`src/rtl/swtbm_pkg.sv`:
```
// swtbm_pkg: constants and the state struct of the sleep wake timer and battery monitor.
// assumes a 10 MHz system clock and a byte-wide register port driven by the spi slave.
`default_nettype none
package swtbm_pkg;
  // register offsets
  localparam logic [7:0] ADDR_WAKE_PERIOD_EXPONENT = 8'h14;
  localparam logic [7:0] ADDR_WAKE_PERIOD_MANTISSA_HIGH = 8'h15;
  localparam logic [7:0] ADDR_WAKE_PERIOD_MANTISSA_LOW = 8'h16;
  localparam logic [7:0] ADDR_WAKE_COUNT_HIGH = 8'h17;
  localparam logic [7:0] ADDR_WAKE_COUNT_LOW = 8'h18;
  localparam logic [7:0] ADDR_BATTERY_THRESHOLD = 8'h1A;
  localparam logic [7:0] ADDR_BATTERY_LEVEL = 8'h1B;
  // reset values
  localparam logic [4:0] RST_WAKE_EXPONENT = 5'h03;
  localparam logic [15:0] RST_WAKE_MANTISSA = 16'h0000;
  localparam logic [4:0] RST_BATTERY_THRESHOLD = 5'h14;
  // gpio routing code that selects the wake period output
  localparam logic [4:0] GPIO_WAKE_PERIOD_SEL = 5'h01;
  // timing
  localparam int CLK_HZ = 10_000_000;
  localparam int CLK_PERIOD_NS = 100;
  localparam int RC_OSC_HZ = 32_768;
  localparam int PRESCALE_BASE = 32; // low frequency ticks per mantissa unit at exponent 0
  localparam int MEAS_PERIOD_S = 1;
  localparam int MEAS_PERIOD_CYC = MEAS_PERIOD_S * CLK_HZ;
  localparam int MEAS_ON_NS = 250_000;
  localparam int MEAS_ON_CYC = (MEAS_ON_NS / CLK_PERIOD_NS) < 1 ? 1 : (MEAS_ON_NS / CLK_PERIOD_NS);
  localparam int LOW_RUN_NEEDED = 4;
  // power modes seen by this block
  typedef enum logic [1:0] {
    SWTBM_ST_AWAKE = 2'b00,
    SWTBM_ST_SLEEP = 2'b01,
    SWTBM_ST_READY = 2'b10
  } swtbm_mode_e;
  // complete state of the block
  typedef struct packed {
    logic [4:0] exponent;
    logic [15:0] mantissa;
    logic [4:0] threshold;
    logic [15:0] wake_count;
    logic [36:0] prescale;
    logic [23:0] rc_acc;
    logic [2:0] xtal_sync;
    logic xtal_level;
    logic [4:0] code_s1;
    logic [4:0] code_s2;
    logic [4:0] code_s3;
    logic [4:0] battery_level;
    logic [23:0] meas_cnt;
    logic [11:0] on_cnt;
    logic [2:0] low_run;
    swtbm_mode_e mode;
    logic armed;
    logic wake_flag;
    logic battery_flag;
    logic irq_n;
    logic xtal_on;
    logic mcu_clk_en;
    logic gpio_wake;
    logic adc_power;
    logic rc_osc_en;
    logic gpio0_xtal;
    logic [7:0] rdata;
  } swtbm_state_s;
endpackage : swtbm_pkg
`default_nettype wire

```
`src/rtl/swtbm_core.sv`:
```
// swtbm_core: wake timer and low battery detector of the sleep housekeeping block.
// assumes a register port strobed on clk_sys_i, the mode command and control bits from
// the chip's control registers, a 5-bit supply code from the analog converter and the
// optional 32 kHz crystal level, both from outside the clock domain.
//
// Overview of operation
// [RL1] wake timer ticks from the internal 32.768 kHz rc source by default
// [RL2] timer runs only if its enable is set when sleep is entered
// [RL3] period is 32 x mantissa x 2^exponent low frequency ticks
// [RL4] expiry with wake interrupt enabled asserts the interrupt; host reads status
// [RL5] live 16-bit count readable anytime, high byte at lower address
// [RL6] wake interrupt pulls interrupt low and starts the 30 MHz crystal
// [RL7] without wake interrupt, routed gpio pulses on expiry and chip stays asleep
// [RL8] external crystal select turns gpio0 into crystal pin and clocks the timer
// [RL9] battery detector works only while its enable is set
// [RL10] detector enabled in sleep keeps the rc oscillator running; code stops it while external crystal select is set
// [RL11] detector and converter powered about 250 us once every 1 s
// [RL12] supply code is 5 bits, 50 mV steps from 1.7 V
// [RL13] latest supply code readable at 1Bh, upper three bits zero
// [RL14] supply below threshold with interrupt enabled raises an interrupt
// [RL15] interrupt fires only after four consecutive low measurements
// [RL16] pending interrupt keeps mcu clock on; sleep waits until status is read
// [RL17] after expiry count restarts at zero while sleep and enable persist
`default_nettype none
module swtbm_core
  import swtbm_pkg::*;
#(
  parameter int MEAS_PERIOD = MEAS_PERIOD_CYC
) (
  // clock and reset
  input wire logic clk_sys_i,
  input wire logic srst_i,
  // register port
  input wire logic [7:0] reg_addr_i,
  input wire logic [7:0] reg_wdata_i,
  input wire logic reg_wr_i,
  input wire logic reg_rd_i,
  output logic [7:0] reg_rdata_o,
  // mode command and control bits
  input wire logic sleep_cmd_i,
  input wire logic wake_timer_enable_i,
  input wire logic battery_detector_enable_i,
  input wire logic external_crystal_select_i,
  input wire logic wake_irq_enable_i,
  input wire logic battery_irq_enable_i,
  input wire logic [4:0] gpio_route_i,
  input wire logic status_read_i,
  // analog and pin side
  input wire logic [4:0] battery_code_i,
  input wire logic xtal32_i,
  // status and control outputs
  output logic interrupt_request_low_o,
  output logic wake_status_o,
  output logic battery_status_o,
  output logic in_sleep_o,
  output logic xtal_on_o,
  output logic mcu_clk_en_o,
  output logic gpio_wake_pulse_o,
  output logic battery_adc_power_o,
  output logic rc_osc_en_o,
  output logic gpio0_crystal_mode_o
);

  localparam logic [23:0] RC_STEP = 24'(RC_OSC_HZ);
  localparam logic [23:0] RC_WRAP = 24'(CLK_HZ);
  localparam logic [23:0] MEAS_LAST = 24'(MEAS_PERIOD - 1);
  localparam logic [11:0] ON_LAST = 12'(MEAS_ON_CYC - 1);
  localparam logic [2:0] RUN_FULL = 3'(LOW_RUN_NEEDED);
  localparam logic [36:0] PRESCALE_ONE = 37'(PRESCALE_BASE);

  swtbm_state_s st;
  swtbm_state_s next_st;

  // next state of the whole block
  always_comb begin
    logic rc_tick;
    logic xtal_tick;
    logic lf_tick;
    logic [23:0] acc_sum;
    logic [36:0] limit;
    logic expire;
    logic sleep_eff;
    logic meas_done;
    logic below;
    logic wake_set;
    logic batt_set;
    rc_tick = 1'b0;
    xtal_tick = 1'b0;
    lf_tick = 1'b0;
    acc_sum = 24'h000000;
    limit = 37'h0000000000;
    expire = 1'b0;
    sleep_eff = 1'b0;
    meas_done = 1'b0;
    below = 1'b0;
    wake_set = 1'b0;
    batt_set = 1'b0;
    next_st = st;

    // register writes
    if (reg_wr_i) begin
      unique case (reg_addr_i)
        ADDR_WAKE_PERIOD_EXPONENT: next_st.exponent = reg_wdata_i[4:0];
        ADDR_WAKE_PERIOD_MANTISSA_HIGH: next_st.mantissa[15:8] = reg_wdata_i;
        ADDR_WAKE_PERIOD_MANTISSA_LOW: next_st.mantissa[7:0] = reg_wdata_i;
        ADDR_BATTERY_THRESHOLD: next_st.threshold = reg_wdata_i[4:0];
        default: ;
      endcase
    end

    // rc oscillator rate from a fractional accumulator
    acc_sum = st.rc_acc + RC_STEP;
    if (acc_sum >= RC_WRAP) begin
      next_st.rc_acc = acc_sum - RC_WRAP;
      rc_tick = 1'b1; // RL1
    end else begin
      next_st.rc_acc = acc_sum;
    end

    // external crystal level, accepted once stages two and three agree
    next_st.xtal_sync = {st.xtal_sync[1:0], xtal32_i};
    if (st.xtal_sync[1] == st.xtal_sync[2]) begin
      next_st.xtal_level = st.xtal_sync[2];
      xtal_tick = st.xtal_sync[2] & ~st.xtal_level;
    end
    next_st.gpio0_xtal = external_crystal_select_i; // RL8
    lf_tick = external_crystal_select_i ? xtal_tick : rc_tick; // RL8

    // effective mode: a pending interrupt holds the chip out of sleep
    sleep_eff = sleep_cmd_i & ~(st.wake_flag | st.battery_flag); // RL16

    // wake timer arming and counting
    limit = PRESCALE_ONE << st.exponent; // RL3
    if (!sleep_cmd_i || !wake_timer_enable_i) begin
      next_st.armed = 1'b0;
    end else if (sleep_eff && st.mode != SWTBM_ST_SLEEP && !st.armed) begin
      next_st.armed = 1'b1; // RL2
      next_st.prescale = 37'h0000000000;
      next_st.wake_count = 16'h0000;
    end else if (st.armed && lf_tick) begin
      if (st.prescale + 37'h0000000001 >= limit) begin
        next_st.prescale = 37'h0000000000;
        if (st.wake_count + 16'h0001 >= st.mantissa || st.mantissa == 16'h0000) begin
          next_st.wake_count = 16'h0000; // RL17
          expire = 1'b1; // RL3
        end else begin
          next_st.wake_count = st.wake_count + 16'h0001;
        end
      end else begin
        next_st.prescale = st.prescale + 37'h0000000001;
      end
    end

    // expiry routing
    wake_set = expire & wake_irq_enable_i; // RL4
    next_st.gpio_wake = expire & ~wake_irq_enable_i & (gpio_route_i == GPIO_WAKE_PERIOD_SEL); // RL7

    // battery measurement schedule
    if (!battery_detector_enable_i) begin
      next_st.meas_cnt = 24'h000000; // RL9
      next_st.on_cnt = 12'h000;
      next_st.adc_power = 1'b0;
      next_st.low_run = 3'h0;
    end else if (st.adc_power) begin
      if (st.on_cnt == ON_LAST) begin
        next_st.adc_power = 1'b0;
        meas_done = 1'b1; // RL11
      end else begin
        next_st.on_cnt = st.on_cnt + 12'h001;
      end
    end else if (st.meas_cnt == MEAS_LAST) begin
      next_st.meas_cnt = 24'h000000;
      next_st.on_cnt = 12'h000;
      next_st.adc_power = 1'b1; // RL11
    end else begin
      next_st.meas_cnt = st.meas_cnt + 24'h000001;
    end

    // supply code synchroniser
    next_st.code_s1 = battery_code_i;
    next_st.code_s2 = st.code_s1;
    next_st.code_s3 = st.code_s2;
    if (meas_done && st.code_s2 == st.code_s3) begin
      next_st.battery_level = st.code_s3; // RL12
      below = st.code_s3 < st.threshold; // RL14
      if (!below) begin
        next_st.low_run = 3'h0;
      end else if (st.low_run != RUN_FULL) begin
        next_st.low_run = st.low_run + 3'h1; // RL15
        batt_set = (st.low_run + 3'h1 == RUN_FULL) & battery_irq_enable_i; // RL15
      end
    end

    // sticky interrupt flags, a set in the clearing cycle wins
    if (status_read_i) begin
      next_st.wake_flag = 1'b0; // RL4
      next_st.battery_flag = 1'b0;
    end
    if (wake_set) begin
      next_st.wake_flag = 1'b1; // RL6
    end
    if (batt_set) begin
      next_st.battery_flag = 1'b1; // RL14
    end
    next_st.irq_n = ~(next_st.wake_flag | next_st.battery_flag); // RL6

    // power mode outputs
    if (!sleep_cmd_i) begin
      next_st.mode = SWTBM_ST_AWAKE;
    end else if (next_st.wake_flag | next_st.battery_flag) begin
      next_st.mode = SWTBM_ST_READY; // RL16
    end else begin
      next_st.mode = SWTBM_ST_SLEEP; // RL7
    end
    next_st.xtal_on = next_st.mode != SWTBM_ST_SLEEP; // RL6
    next_st.mcu_clk_en = next_st.mode != SWTBM_ST_SLEEP; // RL16
    next_st.rc_osc_en = ~external_crystal_select_i
      & (battery_detector_enable_i | (wake_timer_enable_i & sleep_cmd_i)); // RL10

    // register reads
    next_st.rdata = 8'h00;
    if (reg_rd_i) begin
      unique case (reg_addr_i)
        ADDR_WAKE_PERIOD_EXPONENT: next_st.rdata = {3'h0, st.exponent};
        ADDR_WAKE_PERIOD_MANTISSA_HIGH: next_st.rdata = st.mantissa[15:8];
        ADDR_WAKE_PERIOD_MANTISSA_LOW: next_st.rdata = st.mantissa[7:0];
        ADDR_WAKE_COUNT_HIGH: next_st.rdata = st.wake_count[15:8]; // RL5
        ADDR_WAKE_COUNT_LOW: next_st.rdata = st.wake_count[7:0]; // RL5
        ADDR_BATTERY_THRESHOLD: next_st.rdata = {3'h0, st.threshold};
        ADDR_BATTERY_LEVEL: next_st.rdata = {3'h0, st.battery_level}; // RL13
        default: next_st.rdata = 8'h00;
      endcase
    end
  end

  // state register with synchronous reset
  always_ff @(posedge clk_sys_i) begin
    if (srst_i) begin
      st <= '0;
      st.exponent <= RST_WAKE_EXPONENT;
      st.mantissa <= RST_WAKE_MANTISSA;
      st.threshold <= RST_BATTERY_THRESHOLD;
      st.mode <= SWTBM_ST_AWAKE;
      st.irq_n <= 1'b1;
      st.xtal_on <= 1'b1;
      st.mcu_clk_en <= 1'b1;
    end else begin
      st <= next_st;
    end
  end

  // outputs straight from the state register
  assign reg_rdata_o = st.rdata;
  assign interrupt_request_low_o = st.irq_n;
  assign wake_status_o = st.wake_flag;
  assign battery_status_o = st.battery_flag;
  assign in_sleep_o = st.mode == SWTBM_ST_SLEEP;
  assign xtal_on_o = st.xtal_on;
  assign mcu_clk_en_o = st.mcu_clk_en;
  assign gpio_wake_pulse_o = st.gpio_wake;
  assign battery_adc_power_o = st.adc_power;
  assign rc_osc_en_o = st.rc_osc_en;
  assign gpio0_crystal_mode_o = st.gpio0_xtal;

endmodule : swtbm_core
`default_nettype wire

```
`config.mk`:
```
export PLATFORM = sky130hd
export DESIGN_NAME = swtbm_core
export DESIGN_NICKNAME = d
export VERILOG_FILES = /design/src/rtl/swtbm_pkg.sv /design/src/rtl/swtbm_core.sv
export SDC_FILE = /design/constraint.sdc
export NUM_CORES = 1
export LEC_CHECK = 0
export ABC_AREA = 0
export BUFFER_PORTS_ARGS = -buffer_cell sky130_fd_sc_hd__buf_2
export CORE_ASPECT_RATIO = 2
export CORE_UTILIZATION = 50
export DETAILED_ROUTE_END_ITERATION = 10
export GPL_TIMING_DRIVEN = 0
export PLACE_DENSITY = 0.69
export SYNTH_ARGS = -nofsm -noshare
export SYNTH_HDL_FRONTEND = slang
export SYNTH_SLANG_ARGS = --single-unit
```
`constraint.sdc`:
```
create_clock -name clk_sys_i -period 5.85 [get_ports clk_sys_i]
set_input_delay 0 -clock clk_sys_i [delete_from_list [all_inputs] [get_ports clk_sys_i]]
set_output_delay 0 -clock clk_sys_i [all_outputs]
set_load 0.005 [all_outputs]
```
==> results.cfg, run 1 <==
[place]
io_buffers = 54
place_ws_ps = 1110
dp_hpwl_um = 20900
routabilityCongestion = 0.958

[min_path]
worstHoldPathType = primary input to flip-flop
min_from = reg_addr_i[2]

[critical_path]
required_ps = 6190
arrival_ps = 5120
start_kind = flip-flop
r2r_setup_slack_ps = 1070
critPathCaptureType = flip-flop
path_cells = nand4_2, or4_4, nor4_4, nand2_1, nor2_1, xor2_1, ha_1, nand4_1, nor4_1, a32oi_1, nand4b_1, a2bb2oi_2, nor2_2, a221o_1
critPathKind = flip-flop to flip-flop
path_delay_family = simple AND/OR/NAND/NOR gates
startpoint = st[117]
path_max_fanout = 10
critPathMaxStageDelay_ps = 580
reg2reg_from = st[117]
cp_num_buf_inv = 0
crit_slowest_cell = or4_4

[yosys]
async_reset_ff_share_pct = 0
yosys.cell_types.count = 89
synthesis.area_um2 = 10400
synth_top_area_share_pct = 34.4
yosys-top-cells-area = dfxtp_1, ha_1, xnor2_1, nor2_1, nand2_1
synth_nets = 1345
ys_ff_latch = 178
postSynthAreaPerCell_um2 = 8.34
synthFlopType = dfxtp_1
synth_edf_count = 0
syn-instance-count = 1244
ys_warn_count = 0
yosysSeqAreaShare_pct = 34.4
synth_top_cell_by_area = dfxtp_1

[sta]
setup_violations = 0
drv_slew = 0
period_share_pct = 81.8
fin_ws_ps = 1070
fin_skew_ps = 10.2
finalCriticalPeriod_ps = 4780
hold_viol_final = 0
max_freq_ghz = 0.209
tns_ps = 0
rsz0062_at_grt = no
worst_slew_pin_slew_ps = 965
slew_headroom_pct = 35.0

[finish]
drive_gt1_share_pct = 11.0
fin_nets = 1446
fillCellCount = 1888
multi_input_area_um2 = 6290
regArea_um2 = 3560
area_growth_pct = 14.4

[power_and_ir_drop]
ir_drop_uv = 228
combPwrFrac_pct = 5.3
powerDensity_nw_per_um2 = 216
power_leakage_nw = 4.63
clkPwrFrac_pct = 46.7
p_seq_share_pct = 48.0
p_sw_share_pct = 24.0
internal_power_mw = 1.95
p_sw_mw = 0.614

[clock_tree]
cts_root_buffer = clkbuf_16
ctsHtreeMaxLevel = 4
post_cts_buffers = 0
cts_buffers = 17
clk_pin_slew_ps = 70
cts_tree = done
clk_latency_ps = 460
cts_sinks = 178
ctsLongestPathBuffers = 2

[floorplanning]
fp.dieH_um = 206
core_um2 = 20400
die_area_um2 = 21400
rows = 74
die_w_um = 104
start_util_pct = 50.9
ioPinCount = 56

[grt]
grt_antenna_before_repair = 1
grt-ovfl-total = 0
grt_pass1_vias = 9095
grt_usage_pct = 26.1
grt_max_degree = 17
grt_pass1_wl_um = 43700

[drt]
dr.pass1.iters = 4
drc = 0
postRouteWirelength_um = 27400
via_count = 9244
post_drt_via_cell_ratio = 5.69
wl_per_cell_um = 16.9
drt_iter0_markers = 471
ant_nets = 0

[outcome]
outcome = complete, no violations

[job]
max_cap_viol_count = 0
cell usage in the layout (no fill, tap or decap), drive strengths merged, types with 5 or more instances in the layout:
cell type,n
clkbuf,55
o211ai,7
or3,18
nor2,152
nor3b,13
dlygate4sd3,28
nand2b,6
a311oi,5
a22oi,8
a21boi,8
and3,26
o21ai,47
dfxtp,178
inv,50
ha,63
a221o,8
a21oi,78
buf,86
nand2,111
a21o,8
nor2b,29
and3b,6
a211oi,14
xor2,29
nand3,59
nand3b,6
nor4,12
mux2i,27
and2,12
nand4,28
xnor2,84
nor3,22
registers in the layout, indices dropped and copies added, names as in the netlist:
register and count:
st 150, next_st 12, wake_status_o 1, interrupt_request_low_o 1, gpio_wake_pulse_o 1, battery_adc_power_o 1, reg_rdata_o 8, gpio0_crystal_mode_o 1
rc_osc_en_o 1, mcu_clk_en_o 1, battery_status_o 1
metrics by stage:
stage                     hold WS [ps]  instance area [µm²]  util (%)  cells  total power, mW
final                             18.2                11900      58.2   1624             2.56
after global routing              54.6                11900      58.2   1624             2.64
after CTS                         6.48                11900      58.2   1623             2.58
after detailed placement           216                11000      53.9   1564             1.38
after global placement             208                11000      53.9   1564             1.38
after floorplan                   79.3                10400         -   1244             1.33
final cells by class:
| cell class | count | share of cell area, % |
|---|---|---|
| plain buffers | 67 | 2.91 |
| clock inverters | 11 | 1.18 |
| flip-flops and latches | 178 | 30.0 |
| repair buffers | 82 | 4.64 |
| inverters | 45 | 1.42 |
| multi-input cells | 954 | 53.0 |
| diodes | 1 | 0.0211 |
| well taps | 266 | 2.81 |
| clock buffers | 20 | 3.93 |
repair_timing:
action | in CTS | in global routing
hold buffers | 28 | 0
resized for setup | 0 | 0
endpoints found under the hold margin | 46 | 0
final timing paths:
path | endpoint | cells past startpoint
max | st[155] | 14
min | reg_rdata_o[4] | 4
max reg2reg | st[155] | 14
min reg2reg | next_st[65] | 1
worst reg2reg max path: cells and delay by family (launching register included):
kind | cells | cell delay, ps
AND/OR/NAND/NOR | 9 | 2640
XOR/XNOR | 1 | 80
adder cells (fa/ha/maj) | 1 | 300
flip-flops | 1 | 450
AO/OA/AOI/OAI | 3 | 1190
routing by layer:
metal | up-vias | global-route usage, % | routed length (µm)
li1 | 4574 | - | -
met1 | 4353 | 24.6 | 10200
met2 | 215 | 50.7 | 14700
met3 | 102 | 4.34 | 881
met4 | 0 | 18.1 | 1570
met5 | - | 0 | 0
synth_stat cells, types with 10 or more instances:
| master | number |
|---|---|
| a211oi_1 | 13 |
| a21oi_1 | 74 |
| and2_1 | 10 |
| and3_1 | 26 |
| buf_4 | 12 |
| clkbuf_1 | 34 |
| dfxtp_1 | 178 |
| ha_1 | 63 |
| inv_1 | 44 |
| mux2i_1 | 27 |
| nand2_1 | 110 |
| nand3_1 | 58 |
| nand4_1 | 27 |
| nor2_1 | 150 |
| nor2b_1 | 29 |
| nor3_1 | 20 |
| nor3b_1 | 12 |
| nor4_1 | 11 |
| o21ai_0 | 45 |
| or3_1 | 18 |
| xnor2_1 | 84 |
| xor2_1 | 29 |
cells by family after synthesis:
kind of cell | count (synthesis) | share of synthesized area (%)
fa+ha+maj | 63 | 7.60
mux | 33 | 3.58
flops | 178 | 34.4
simple gates | 524 | 25.9
buf+inv | 112 | 4.96
compound gates | 221 | 14.1
xor+xnor | 113 | 9.54
power groups by stage:
stage	Sequential (mW)	Combinational, mW	Clock [mW]
final	1.23	0.136	1.20
after global routing	1.23	0.147	1.26
after CTS	1.23	0.135	1.21
after detailed placement	1.26	0.123	0
after global placement	1.26	0.121	0
after floorplan	1.26	0.0740	0
Note: power is estimated with default switching activity, not from simulation.
==> run 2: changes to the inputs <==
--- a/config.mk
+++ b/config.mk
@@ -11,7 +11,7 @@
 export CORE_UTILIZATION = 50
 export DETAILED_ROUTE_END_ITERATION = 10
 export GPL_TIMING_DRIVEN = 0
-export PLACE_DENSITY = 0.69
+export PLACE_DENSITY = 0.72
 export SYNTH_ARGS = -nofsm -noshare
 export SYNTH_HDL_FRONTEND = slang
 export SYNTH_SLANG_ARGS = --single-unit
==> constraint.sdc (replaced) <==
create_clock -name clk_sys_i -period 4.1 [get_ports clk_sys_i]
set_input_delay 0 -clock clk_sys_i [delete_from_list [all_inputs] [get_ports clk_sys_i]]
set_output_delay 0 -clock clk_sys_i [all_outputs]
set_load 0.005 [all_outputs]
==> results.cfg, run 2 (synthesis results as in run 1) <==
[outcome]
outcome = complete, no violations

[power_and_ir_drop]
p_sw_share_pct = 26.2
powerDensity_nw_per_um2 = 295
p_seq_share_pct = 49.0
p_sw_mw = 0.936
clkPwrFrac_pct = 45.3
power_leakage_nw = 4.74
internal_power_mw = 2.64
ir_drop_uv = 327
combPwrFrac_pct = 5.7

[grt]
grt-busiest-layer = met2
grt_usage_pct = 26.5
gr-usage-met2_pct = 52.2
grt-ovfl-total = 0
grt_pass1_vias = 9465
grtUsageMet1_pct = 25.3
grt_max_degree = 20
grt_util_met3_pct = 4.05
grt_pass1_wl_um = 45000
grt_antenna_before_repair = 0

[finish]
fillCellCount = 1872
area_growth_pct = 17.0
final_cell_mix = dfxtp_1, nor2_1, nand2_1
regArea_um2 = 3590
fin_nets = 1458
utilization_pct = 59.6
layout_commonest_cell = dfxtp_1
drive_gt1_share_pct = 14.4
regMostFlops = st
antenna_cells = 0
multi_input_area_um2 = 6430
fin_cells = 1636
largest_reg_flops = 150

[critical_path]
r2r_setup_slack_ps = 60
arrival_ps = 4390
start_kind = flip-flop
critPathCaptureType = flip-flop
required_ps = 4440
path_max_fanout = 9
critPathKind = flip-flop to flip-flop

[sta]
hold_viol_final = 0
tns_ps = 0
worst_slew_pin_slew_ps = 784
max_freq_ghz = 0.247
rsz0062_at_grt = yes
fin_ws_ps = 57.1
drv_slew = 0
fin_skew_ps = 8.91
slew_headroom_pct = 47.5
finalCriticalPeriod_ps = 4040
period_share_pct = 98.6
setup_violations = 0

[clock_tree]
ctsLongestPathBuffers = 2
cts_buffers = 17
clk_pin_slew_ps = 70
cts_tree = done
cts_root_buffer = clkbuf_16
cts_sinks = 178
ctsHtreeMaxLevel = 4
clk_latency_ps = 450

[min_path]
worstHoldPathType = primary input to flip-flop

[floorplanning]
ioPinCount = 56
start_util_pct = 50.9
die_w_um = 104
core_um2 = 20400
rows = 74
fp.dieH_um = 206
die_area_um2 = 21400

[drt]
post_drt_via_cell_ratio = 5.78
drt_iter0_markers = 397
via_count = 9450
wl_per_cell_um = 16.8
postRouteWirelength_um = 27500
drc = 0
ant_nets = 0
dr.pass1.iters = 6

[place]
routabilityCongestion = 0.983
place_inst = 1564
dp_hpwl_um = 20600
place_ws_ps = -641
io_buffers = 54

[job]
max_cap_viol_count = 0
==> run 2: cell types whose count changed in the layout (fill, tap and decap cells not counted), moves of 4 or more <==
cell / before / now
buf_4: 12 / 26
dfxtp_1: 178 / 165
dfxtp_2: 0 / 10
nor2_1: 150 / 146
nor3_1: 20 / 16
==> run 2: timing repair <==
action                                  CTS  global route
endpoints found under the setup margin   58            58
pin swaps                                 7            19
gates resized for setup                  20            29
hold endpoints to repair                 42             0
hold buffers                             27             0
buffers inserted                          6             9
==> run 2: final timing paths <==
check,from,end,cells past startpoint
setup / recovery,st[121],st[152],15
hold / removal,reg_addr_i[2],reg_rdata_o[4],4
setup reg to reg,st[121],st[152],15
hold reg to reg,next_st[70],next_st[65],1
==> run 2: final cells by class <==
class                   count  area share, %
plain buffers              65           2.88
clock buffers              17           3.51
clock inverters            15           1.32
inverters                  45           1.39
multi-input cells         954           53.0
flip-flops and latches    178           29.6
well taps                 266           2.74
repair buffers             96           5.62
==> run 2: power by group through the flow <==
stage / clock, mW / sequential [mW] / combinational (mW)
after detailed placement: 0 / 1.79 / 0.175
after CTS: 1.64 / 1.75 / 0.200
final: 1.62 / 1.75 / 0.205
after global placement: 0 / 1.79 / 0.173
after floorplan: 0 / 1.79 / 0.106
after global routing: 1.72 / 1.75 / 0.220
==> run 2: layer usage <==
metal | share of wire, % | vias to the layer above
met3 | 3.4 | 87
met4 | 5.1 | 0
met5 | 0 | -
li1 | - | 4592
met1 | 36 | 4523
met2 | 55 | 248
==> run 2: worst max-delay path, stage by stage (launching register included) <==
cell,delay (ps)
dfxtp_2,370
nand2_1,70
or4_4,600
nor2_4,150
and3_4,200
buf_6,120
nand4_1,170
xnor2_2,200
ha_1,300
nand4_1,190
nor4_4,370
buf_4,160
o31a_1,280
a2bb2oi_4,270
nor2_4,110
a221o_1,370
==> run 2: per-stage QoR <==
step | total power, mW | hold WS, ps | instance area, µm²
after floorplan | 1.90 | 79.3 | 10400
final | 3.58 | 43.6 | 12100
after CTS | 3.60 | 28.3 | 12000
after global placement | 1.97 | 210 | 11000
after global routing | 3.69 | 71.0 | 12100
after detailed placement | 1.97 | 217 | 11000
